$ cat src/pio_pkg.sv
// Package for the programmable I/O port bank: register offsets, resets, widths.
// Assumes a byte-wide register port with 10-bit addresses.
package pio_pkg;
  localparam int NPORTS = 11;
  localparam logic [9:0] OFS_DIR [0:10] = '{10'h3E2, 10'h3E3, 10'h3E6, 10'h3E7, 10'h3EA,
    10'h3EB, 10'h3C2, 10'h3C3, 10'h3C6, 10'h3C7, 10'h3CA};
  localparam logic [9:0] OFS_DATA [0:10] = '{10'h3E0, 10'h3E1, 10'h3E4, 10'h3E5, 10'h3E8,
    10'h3E9, 10'h3C0, 10'h3C1, 10'h3C4, 10'h3C5, 10'h3C8};
  localparam logic [9:0] OFS_SELA    = 10'h3B0;
  localparam logic [9:0] OFS_SELB    = 10'h3B4;
  localparam logic [9:0] OFS_SELC    = 10'h3AF;
  localparam logic [9:0] OFS_SELC3   = 10'h3AE;
  localparam logic [9:0] OFS_SELD    = 10'h3A7;
  localparam logic [9:0] OFS_PULL    = 10'h3F0;
  localparam logic [9:0] OFS_PULL3   = 10'h3DA;
  localparam logic [9:0] OFS_FORMAT  = 10'h3FF;
  localparam logic [9:0] OFS_PROTECT = 10'h00A;
  localparam logic [7:0] RST_DIR     = 8'h00;
  localparam logic [7:0] RST_REG     = 8'h00;
  localparam int NMI_PORT = 8;
  localparam int NMI_BIT  = 5;
  localparam int UNLOCK_BIT  = 2;
  localparam int OPEN_DRAIN_BIT = 0;
  localparam int KEY_ISO_BIT = 7;
  localparam int NGROUPS = 22;
endpackage

$ cat src/pio_ports.sv
// Programmable I/O port bank: ports 0 to 10, direction, latch, pull-up, format, muxing.
// Assumes synchronous pin inputs, a byte register port, and a bus controller that
// flags pins it owns in expansion modes.
//
// Chosen here: strobed register access.
`timescale 1ns/1ps
`default_nettype none
module pio_ports #(
  parameter int NP = 11
) (
  // Clock and reset
  input  wire logic              clk_sys,
  input  wire logic              reset_n,
  // Register port
  input  wire logic [9:0]        regAddr,
  input  wire logic [7:0]        regWdata,
  input  wire logic              regWrite,
  input  wire logic              regRead,
  output logic      [7:0]        regRdata,
  // Pins
  input  wire logic [NP*8-1:0]   pinIn,
  output logic      [NP*8-1:0]   pinOut,
  output logic      [NP*8-1:0]   pinOe,
  output logic      [NP*8-1:0]   pinPullup,
  input  wire logic              nmiLevel,
  // Bus controller and peripherals
  input  wire logic [NP*8-1:0]   busOwned,
  input  wire logic [NP*8-1:0]   periphOutA,
  input  wire logic [NP*8-1:0]   periphOutB,
  input  wire logic [NP*8-1:0]   periphOutC,
  input  wire logic [NP*8-1:0]   periphOutD,
  output logic      [NP*8-1:0]   periphIn,
  output logic      [3:0]        keyInput
);
  localparam int NB = NP * 8;
  typedef struct packed {
    logic [1:0]    rstSync;
    logic [NB-1:0] dir;
    logic [NB-1:0] latch;
    logic [NB-1:0] selA;
    logic [NB-1:0] selB;
    logic [7:0]    selC;
    logic [7:0]    selC3;
    logic [7:0]    selD;
    logic [23:0]   pull;
    logic [7:0]    format;
    logic [7:0]    protect;
    logic [7:0]    rdata;
    logic [NB-1:0] out;
    logic [NB-1:0] oe;
    logic [NB-1:0] pu;
    logic [NB-1:0] pin;
    logic [3:0]    key;
    logic [NB-1:0] periph;
  } pio_state_s;
  pio_state_s st_q;
  pio_state_s st_d;
  logic       rstInt_n;
  logic       syncA_q;
  logic       syncB_q;

  // Reset released through two flops
  always_ff @(posedge clk_sys or negedge reset_n) begin
    if (!reset_n) begin
      syncA_q <= 1'b0;
      syncB_q <= 1'b0;
    end else begin
      syncA_q <= 1'b1;
      syncB_q <= syncA_q;
    end
  end
  assign rstInt_n = syncB_q;

  function automatic logic [7:0] byteOf(input logic [NB-1:0] v, input int p);
    byteOf = v[p*8 +: 8];
  endfunction

  always_comb begin
    st_d = st_q;
    st_d.rstSync = 2'b11;
    // Register writes
    if (regWrite) begin
      for (int p = 0; p < NP; p++) begin
        if (regAddr == pio_pkg::OFS_DIR[p]) begin
          if (p != 9 || st_q.protect[pio_pkg::UNLOCK_BIT]) begin
            st_d.dir[p*8 +: 8] = regWdata;
          end
          if (p == 9) begin
            st_d.protect[pio_pkg::UNLOCK_BIT] = 1'b0;
          end
        end
        if (regAddr == pio_pkg::OFS_DATA[p]) begin
          st_d.latch[p*8 +: 8] = regWdata;
        end
      end
      for (int j = 0; j < 4; j++) begin
        if (regAddr == pio_pkg::OFS_SELA + 10'(j)) begin
          st_d.selA[(6+j)*8 +: 8] = regWdata;
        end
        if (regAddr == pio_pkg::OFS_SELB + 10'(j)) begin
          st_d.selB[(6+j)*8 +: 8] = regWdata;
        end
      end
      if (regAddr == pio_pkg::OFS_SELC) begin
        st_d.selC = regWdata;
      end
      if (regAddr == pio_pkg::OFS_SELC3) begin
        st_d.selC3 = regWdata;
      end
      if (regAddr == pio_pkg::OFS_SELD) begin
        st_d.selD = regWdata;
      end
      if (regAddr == pio_pkg::OFS_PULL) begin
        st_d.pull[7:0] = regWdata;
      end
      if (regAddr == pio_pkg::OFS_PULL + 10'h001) begin
        st_d.pull[15:8] = regWdata;
      end
      if (regAddr == pio_pkg::OFS_PULL3) begin
        st_d.pull[23:16] = regWdata;
      end
      if (regAddr == pio_pkg::OFS_FORMAT) begin
        st_d.format = regWdata;
      end
      if (regAddr == pio_pkg::OFS_PROTECT) begin
        st_d.protect = regWdata;
      end
    end
    // Input-only pin never has a direction bit
    st_d.dir[pio_pkg::NMI_PORT*8 + pio_pkg::NMI_BIT] = 1'b0;
    // Register reads
    st_d.rdata = 8'h00;
    if (regRead) begin
      for (int p = 0; p < NP; p++) begin
        if (regAddr == pio_pkg::OFS_DIR[p]) begin
          st_d.rdata = byteOf(st_q.dir, p);
        end
        if (regAddr == pio_pkg::OFS_DATA[p]) begin
          st_d.rdata = byteOf(st_q.pin, p);
          if (p == pio_pkg::NMI_PORT) begin
            st_d.rdata[pio_pkg::NMI_BIT] = nmiLevel;
          end
        end
      end
      for (int j = 0; j < 4; j++) begin
        if (regAddr == pio_pkg::OFS_SELA + 10'(j)) begin
          st_d.rdata = byteOf(st_q.selA, 6 + j);
        end
        if (regAddr == pio_pkg::OFS_SELB + 10'(j)) begin
          st_d.rdata = byteOf(st_q.selB, 6 + j);
        end
      end
      if (regAddr == pio_pkg::OFS_SELC) begin
        st_d.rdata = st_q.selC;
      end
      if (regAddr == pio_pkg::OFS_SELC3) begin
        st_d.rdata = st_q.selC3;
      end
      if (regAddr == pio_pkg::OFS_SELD) begin
        st_d.rdata = st_q.selD;
      end
      if (regAddr == pio_pkg::OFS_PULL) begin
        st_d.rdata = st_q.pull[7:0];
      end
      if (regAddr == pio_pkg::OFS_PULL + 10'h001) begin
        st_d.rdata = st_q.pull[15:8];
      end
      if (regAddr == pio_pkg::OFS_PULL3) begin
        st_d.rdata = st_q.pull[23:16];
      end
      if (regAddr == pio_pkg::OFS_FORMAT) begin
        st_d.rdata = st_q.format;
      end
      if (regAddr == pio_pkg::OFS_PROTECT) begin
        st_d.rdata = st_q.protect;
      end
    end
    // Pin drivers
    st_d.pin = pinIn;
    for (int b = 0; b < NB; b++) begin
      logic src;
      src = st_q.latch[b];
      if (st_q.selA[b]) begin
        // Later selects override earlier ones for shared pins
        src = periphOutA[b];
        if (st_q.selB[b]) begin
          src = periphOutB[b];
        end
        if (b >= 56 && b < 64 && st_q.selC[b-56]) begin
          src = periphOutC[b];
        end
        if (b >= 72 && b < 80 && st_q.selC3[b-72]) begin
          src = periphOutC[b];
        end
        if (b >= 56 && b < 64 && st_q.selD[b-56]) begin
          src = periphOutD[b];
        end
      end
      st_d.out[b] = src;
      st_d.oe[b] = st_q.dir[b] | st_q.selA[b];
      // Open-drain on port 1: high side off
      if (b >= 8 && b < 16 && st_q.format[pio_pkg::OPEN_DRAIN_BIT] && src) begin
        st_d.oe[b] = 1'b0;
      end
      st_d.pu[b] = st_q.pull[b/4] & ~st_q.dir[b] & ~st_q.selA[b];
      if (busOwned[b]) begin
        // Bus controller drives these pins; port logic stays off
        st_d.out[b] = 1'b0;
        st_d.oe[b] = 1'b0;
        st_d.pu[b] = 1'b0;
      end
    end
    st_d.pu[pio_pkg::NMI_PORT*8 + pio_pkg::NMI_BIT] = 1'b0;
    st_d.oe[pio_pkg::NMI_PORT*8 + pio_pkg::NMI_BIT] = 1'b0;
    // Key inputs frozen while isolated
    if (!st_q.selC[pio_pkg::KEY_ISO_BIT]) begin
      st_d.key = pinIn[84 +: 4];
    end
    // Peripheral inputs: isolated analog pins read as low
    st_d.periph = pinIn;
    for (int k = 0; k < 4; k++) begin
      if (st_q.selB[75 + k]) begin
        st_d.periph[75 + k] = 1'b0;
      end
    end
    if (st_q.selC[pio_pkg::KEY_ISO_BIT]) begin
      st_d.periph[84 +: 4] = 4'h0;
    end
  end

  always_ff @(posedge clk_sys or negedge rstInt_n) begin
    if (!rstInt_n) begin
      st_q <= '0;
    end else begin
      st_q <= st_d;
    end
  end

  assign periphIn  = st_q.periph;
  assign regRdata  = st_q.rdata;
  assign pinOut    = st_q.out;
  assign pinOe     = st_q.oe;
  assign pinPullup = st_q.pu;
  assign keyInput  = st_q.key;

  // Direction and drive

  a_dir_output: assert property (@(posedge clk_sys) disable iff (!rstInt_n)
    (!busOwned[0] && !st_q.selA[0]) |=> (pinOe[0] == $past(st_q.dir[0])))
    else $error("direction does not steer drive");

  a_dir_input: assert property (@(posedge clk_sys) disable iff (!rstInt_n)
    (!st_q.dir[4] && !st_q.selA[4]) |=> !pinOe[4])
    else $error("input pin driven");

  a_dir_write: assert property (@(posedge clk_sys) disable iff (!rstInt_n)
    (regWrite && regAddr == pio_pkg::OFS_DIR[0]) |=> (st_q.dir[7:0] == $past(regWdata)))
    else $error("direction write lost");

  a_dir_readback: assert property (@(posedge clk_sys) disable iff (!rstInt_n)
    (regRead && regAddr == pio_pkg::OFS_DIR[0]) |=> (regRdata == $past(st_q.dir[7:0])))
    else $error("direction readback wrong");

  a_nmi_nodir: assert property (@(posedge clk_sys) disable iff (!rstInt_n)
    !st_q.dir[69])
    else $error("input-only pin has direction");

  // Latch and readback

  a_latch_write: assert property (@(posedge clk_sys) disable iff (!rstInt_n)
    (regWrite && regAddr == pio_pkg::OFS_DATA[1]) |=> (st_q.latch[15:8] == $past(regWdata)))
    else $error("latch write lost");

  a_latch_out: assert property (@(posedge clk_sys) disable iff (!rstInt_n)
    (!busOwned[2] && !st_q.selA[2]) |=> (pinOut[2] == $past(st_q.latch[2])))
    else $error("latch does not reach pin");

  a_read_pins: assert property (@(posedge clk_sys) disable iff (!rstInt_n)
    (regRead && regAddr == pio_pkg::OFS_DATA[0]) |=> (regRdata == $past(pinIn[7:0], 2)))
    else $error("data read is not pin state");

  a_read_idle: assert property (@(posedge clk_sys) disable iff (!rstInt_n)
    !regRead |=> (regRdata == 8'h00))
    else $error("read data outside read cycle");

  a_nmi_read: assert property (@(posedge clk_sys) disable iff (!rstInt_n)
    (regRead && regAddr == pio_pkg::OFS_DATA[8]) |=> (regRdata[5] == $past(nmiLevel)))
    else $error("nonmaskable level not reflected");

  // Pull-up

  a_pull_input: assert property (@(posedge clk_sys) disable iff (!rstInt_n)
    st_q.dir[3] |=> !pinPullup[3])
    else $error("pull-up on output");

  a_pull_group: assert property (@(posedge clk_sys) disable iff (!rstInt_n)
    (!st_q.dir[5] && !st_q.selA[5] && st_q.pull[1] && !busOwned[5]) |=> pinPullup[5])
    else $error("enabled input not pulled up");

  a_pull_off: assert property (@(posedge clk_sys) disable iff (!rstInt_n)
    !st_q.pull[0] |=> !pinPullup[0])
    else $error("pull-up without group bit");

  a_nmi_nopull: assert property (@(posedge clk_sys) disable iff (!rstInt_n)
    !pinPullup[69] && !pinOe[69])
    else $error("input-only pin driven or pulled");

  // Bus ownership

  a_bus_owned: assert property (@(posedge clk_sys) disable iff (!rstInt_n)
    busOwned[1] |=> !pinOe[1])
    else $error("bus pin driven by port");

  a_bus_nopull: assert property (@(posedge clk_sys) disable iff (!rstInt_n)
    busOwned[2] |=> !pinPullup[2])
    else $error("bus pin pulled by port");

  // Output format

  a_open_drain: assert property (@(posedge clk_sys) disable iff (!rstInt_n)
    (st_q.format[0] && st_q.out[8] && !busOwned[8]) |-> !pinOe[8] || $past(!st_q.format[0]))
    else $error("open-drain drives high");

  a_cmos_drive: assert property (@(posedge clk_sys) disable iff (!rstInt_n)
    (!st_q.format[0] && st_q.dir[9] && !st_q.selA[9] && !busOwned[9]) |=> pinOe[9])
    else $error("cmos output not driven");

  // Function selects

  a_sel_periph: assert property (@(posedge clk_sys) disable iff (!rstInt_n)
    (st_q.selA[48] && !st_q.selB[48] && !busOwned[48]) |=> (pinOut[48] == $past(periphOutA[48])))
    else $error("peripheral A not on pin");

  a_sel_drive: assert property (@(posedge clk_sys) disable iff (!rstInt_n)
    (st_q.selA[50] && !busOwned[50]) |=> pinOe[50])
    else $error("peripheral pin not driven");

  a_sel_b: assert property (@(posedge clk_sys) disable iff (!rstInt_n)
    (st_q.selA[49] && st_q.selB[49] && !busOwned[49]) |=> (pinOut[49] == $past(periphOutB[49])))
    else $error("peripheral B not on pin");

  // Write protection of port 9 direction

  a_dir9_lock: assert property (@(posedge clk_sys) disable iff (!rstInt_n)
    (regWrite && regAddr == pio_pkg::OFS_DIR[9] && !st_q.protect[2]) |=> $stable(st_q.dir[79:72]))
    else $error("locked direction written");

  a_dir9_open: assert property (@(posedge clk_sys) disable iff (!rstInt_n)
    (regWrite && regAddr == pio_pkg::OFS_DIR[9] && st_q.protect[2])
    |=> (st_q.dir[79:72] == $past(regWdata)))
    else $error("unlocked direction write lost");

  a_unlock_once: assert property (@(posedge clk_sys) disable iff (!rstInt_n)
    (regWrite && regAddr == pio_pkg::OFS_DIR[9]) |=> !st_q.protect[2])
    else $error("unlock survives direction write");

  // Analog isolation

  a_iso_block: assert property (@(posedge clk_sys) disable iff (!rstInt_n)
    st_q.selB[75] |=> !periphIn[75])
    else $error("isolated pin reaches peripheral");

  a_iso_pass: assert property (@(posedge clk_sys) disable iff (!rstInt_n)
    !st_q.selB[76] |=> (periphIn[76] == $past(pinIn[76])))
    else $error("non-isolated pin blocked");

  a_key_freeze: assert property (@(posedge clk_sys) disable iff (!rstInt_n)
    st_q.selC[7] |=> $stable(keyInput))
    else $error("key input changed while isolated");

  a_key_live: assert property (@(posedge clk_sys) disable iff (!rstInt_n)
    !st_q.selC[7] |=> (keyInput == $past(pinIn[87:84])))
    else $error("key input not following pins");
endmodule
`default_nettype wire

$ cat config.mk
export PLATFORM = sky130hd
export DESIGN_NAME = pio_ports
export DESIGN_NICKNAME = d
export VERILOG_FILES = /design/src/pio_pkg.sv /design/src/pio_ports.sv
export SDC_FILE = /design/constraint.sdc
export NUM_CORES = 1
export LEC_CHECK = 0
export BUFFER_PORTS_ARGS = -buffer_cell sky130_fd_sc_hd__buf_2
export CAP_MARGIN = 25
export CORE_AREA = 10 10 353 355
export DETAILED_ROUTE_END_ITERATION = 16
export DIE_AREA = 0 0 363 365
export PLACE_DENSITY = 0.45
export SLEW_MARGIN = 20
export SYNTH_ARGS = -nofsm -noshare
export SYNTH_HDL_FRONTEND = slang
export SYNTH_SLANG_ARGS = --single-unit
$ cat constraint.sdc
create_clock -name clk_sys -period 27 [get_ports clk_sys]
set_input_delay 5.4 -clock clk_sys [delete_from_list [all_inputs] [get_ports clk_sys]]
set_output_delay 5.4 -clock clk_sys [all_outputs]
set_load 0.01 [all_outputs]
==> impl_results.md <==
* Status: finished clean
* Min cycle time layout at 8.49 ns
* Number of H-tree levels at 3
* DRC Markers at 0
* CP Max Fanout at 31
* RSZ-0062 raised after global routing: false
* Ranking of synthesized cells by area: dfrtp_1 58%, mux2_2 11%, buf_4 9.5%
* Vias in the first global route at 20700
* GR peak layer: met2
* Hold crit path type: reg2async
* Worst slack, placed at 18.07 ns
* Slowest-stage cell, CP: nand2b_1
* Slew HR at 25.2%
* Final nets at 3214
* Required @ worst endpoint at 27.50 ns
* CORE AREA at 0.117 mm^2
* Fmax at 118 MHz
* Compound-Gate Fraction of Synth Area at 7.10%
* Skew-Pair Late Insertion Delay at 0.65 ns
* Global routing met1 resource utilization at 24.9%
* GRT overflow at 0
* Yosys warns at 0
* Mapped Area at 0.0290 mm^2
* Die W at 363 um
* Die area at 0.132 mm^2
* Via/cell ratio at 4.69
* Power Density at 68.2 mW/mm^2
* CP Class: in2reg
* GRT met3 Usage at 7.88%
* XOR/XNOR share of the synthesized area at 0%
* CTS buffer count at 83
* Period utilisation layout at 31.4%
* Global Route Usage Sum at 19.7%
* Met2 Use GR at 31.2%
* GP Congestion at 0.854
* Final slew viol count at 0
* Cells after synthesis at 2333
* Seq/Total Area, Yosys at 58.3%
* DPL Wire Length at 103000 um
* Ratio of cells with drive above 1 in the final layout at 41.2%
* Nature of the critical path endpoint: register
* Clock Tree Root: clkbuf_16
* Crit path cell chain: buf_2 > buf_4 > nand2b_1 > or4_1 > nand2_1 > a221oi_1 > nand4_1 > a211oi_1 > nor3_1
* Clk buf depth at 3
* IO Port Bufs at 648
* Final TNS setup at 0 ns
* Static leakage at 16.9 nW
* Final setup fails at 0
* Number of max-cap violations at 0
* Post-route ant nets at 0
* Largest family of logic cells by synthesized area: multiplexers
* Global-route wire length before repair at 180000 um
* Sink Count at 675
* Dominant synthesized flop cell: dfrtp_1
* Top Ports at 915
* Worst Skew at 0.0223 ns
* Vias at 20100
* Initial core utilization at 24.7%
* Synth top area share at 58.3%
* Post-CTS Setup Bufs at 0
* Routed WL at 135000 um
* Area of the multi-input gates at 0.00898 mm^2
* Initial antenna violation count at 52
* FILL cells at 12200
* Initial DRC Count at 1670
* Area grow syn2layout at 18.3%
* CTS tree: done
* Arr. time, crit path at 8.99 ns
* Worst ir drop on vdd at 0.0000389 V
* Adder-Cell Fraction of Synth Area at 0%
* Avg Cell Area, Syn at 12.4 um^2
* Mux contribution to synthesized area at 13.0%
* Largest net degree at the start of global routing at 163
* Async SR Flop Fraction at 100%
* CTS Hold Bufs at 0
* Final hold viol count at 0
* Yosys reg bits at 675
* Register Area at 0.0169 mm^2
* Largest stage delay, worst path at 0.68 ns
* Post-DR wirelength/cell at 31.6 um
* Post-CTS Resized at 0
* Synth cell types at 75
* Post-synth top area cell: dfrtp_1
* Row count at 126
* Die Y-Extent at 365 um
* Worst-Margin Slew at 1.11 ns
* DRT Pass-1 Iters at 4
* Critical Path Source Type: primary input
* Synth Area in Simple Gates at 10.8%
* CTS clk-pin slew, worst paths at 0.06 ns
* Final worst slack at 18.51 ns
* Post-synth EDFFs at 0
[worst max-delay path: cells and delay by family]
| family | cells | cell delay (ns) |
|---|---|---|
| AO/OA/AOI/OAI | 2 | 0.74 |
| buffers and inverters | 2 | 0.89 |
| AND/OR/NAND/NOR | 5 | 1.90 |
[state kept, by name, summed over array words and instances, names as in the netlist]
name and cells:
st_q 311, periphIn 88, pinOut 88, pinOe 87, pinPullup 87, regRdata 8, keyInput 4, rstInt_n 1
syncA_q 1
[Yosys cell counts (9+ instances only)]
cell / count
dfrtp_1: 675
buf_4: 366
mux2_2: 272
nor2_1: 128
nor2b_1: 115
nand2_1: 112
o21ai_0: 87
nor3b_1: 56
mux2i_1: 49
clkbuf_1: 48
nor3_1: 34
a211oi_1: 33
nor4b_1: 31
a21oi_1: 30
a22oi_1: 30
nand3_1: 26
buf_2: 22
a221oi_1: 20
o211ai_1: 16
inv_1: 13
o22ai_1: 13
mux4_2: 10
nand4_1: 9
nor4_1: 9
[power by group]
group	internal [mW]	switching, mW
Clock	0.700	0.461
Combinational	0.0405	0.0831
Sequential	1.03	0.0242
[placed cells by master, fill, tap and decap left out, types with 5 or more instances in the layout]
cell type and instances:
a211oi_1 33, a21o_1 6, a21oi_1 30, a221o_1 6, a221oi_1 20, a22o_1 8, a22oi_1 30, a32oi_1 6
buf_2 649, buf_4 35, bufinv_16 7, clkbuf_1 20, clkbuf_16 87, clkbuf_8 16, clkinv_2 10, clkinvlp_4 7
dfrtp_1 674, diode_2 11, inv_1 12, mux2_2 272, mux2i_1 49, mux4_2 10, nand2_1 112, nand2b_1 6
nand3_1 26, nand4_1 9, nor2_1 128, nor2b_1 114, nor3_1 34, nor3_2 7, nor3b_1 56, nor4_1 9
nor4b_1 31, o211ai_1 16, o21ai_0 87, o221ai_1 5, o22ai_1 13, o31ai_1 5
[per-layer routing]
layer	wire length, um	part of all wire (%)
met2	61700	46
met5	285	0.21
met1	55600	41
met3	14000	10
met4	3320	2.5
[cell families (layout without fill, tap and decap cells)]
family / after synthesis / in the layout
compound gates: 301 / 301
buf+inv: 458 / 852
simple gates: 566 / 566
other cells: 2 / 14
flops: 675 / 675
mux: 331 / 331
[per-stage QoR]
step                std cells  cell area (um^2)  utilization [%]  hold slack (ns)  power, mW
global placement         4111             31400             26.7            0.293       1.20
CTS                      4262             34200             29.1            0.293       2.38
global route             4265             34300             29.2            0.320       2.42
detailed placement       4112             31400             26.7            0.294       1.20
floorplan                2334             29000                -            0.331       1.13
finish                   4275             34300             29.2            0.279       2.34
[layout make-up]
| class | instances | area share, % |
|---|---|---|
| Multi-Input combinational cell | 1201 | 26.2 |
| Clock buffer | 123 | 7.21 |
| Timing Repair Buffer | 688 | 10.5 |
| Sequential cell | 675 | 49.3 |
| Antenna cell | 11 | 0.0803 |
| Clock inverter | 27 | 0.989 |
| Inverter | 14 | 0.153 |
| Tap cell | 1536 | 5.61 |
[path summary, 6_finish.rpt]
path | from | endpoint | slack, ns | cells after the start
max in group asynchronous | reset_n | rstInt_n | 22.37 | 1
hold reg to reg | rstInt_n | pinOe[67] | 0.28 | 0
hold / removal | rstInt_n | pinOe[67] | 0.28 | 0
setup reg to reg | rstInt_n | periphIn[69] | 23.33 | 5
setup / recovery | regAddr[0] | regRdata[4] | 18.51 | 9
min in group clk_sys | syncA_q | rstInt_n | 0.35 | 0
Note: power is estimated with default switching activity, not from simulation.
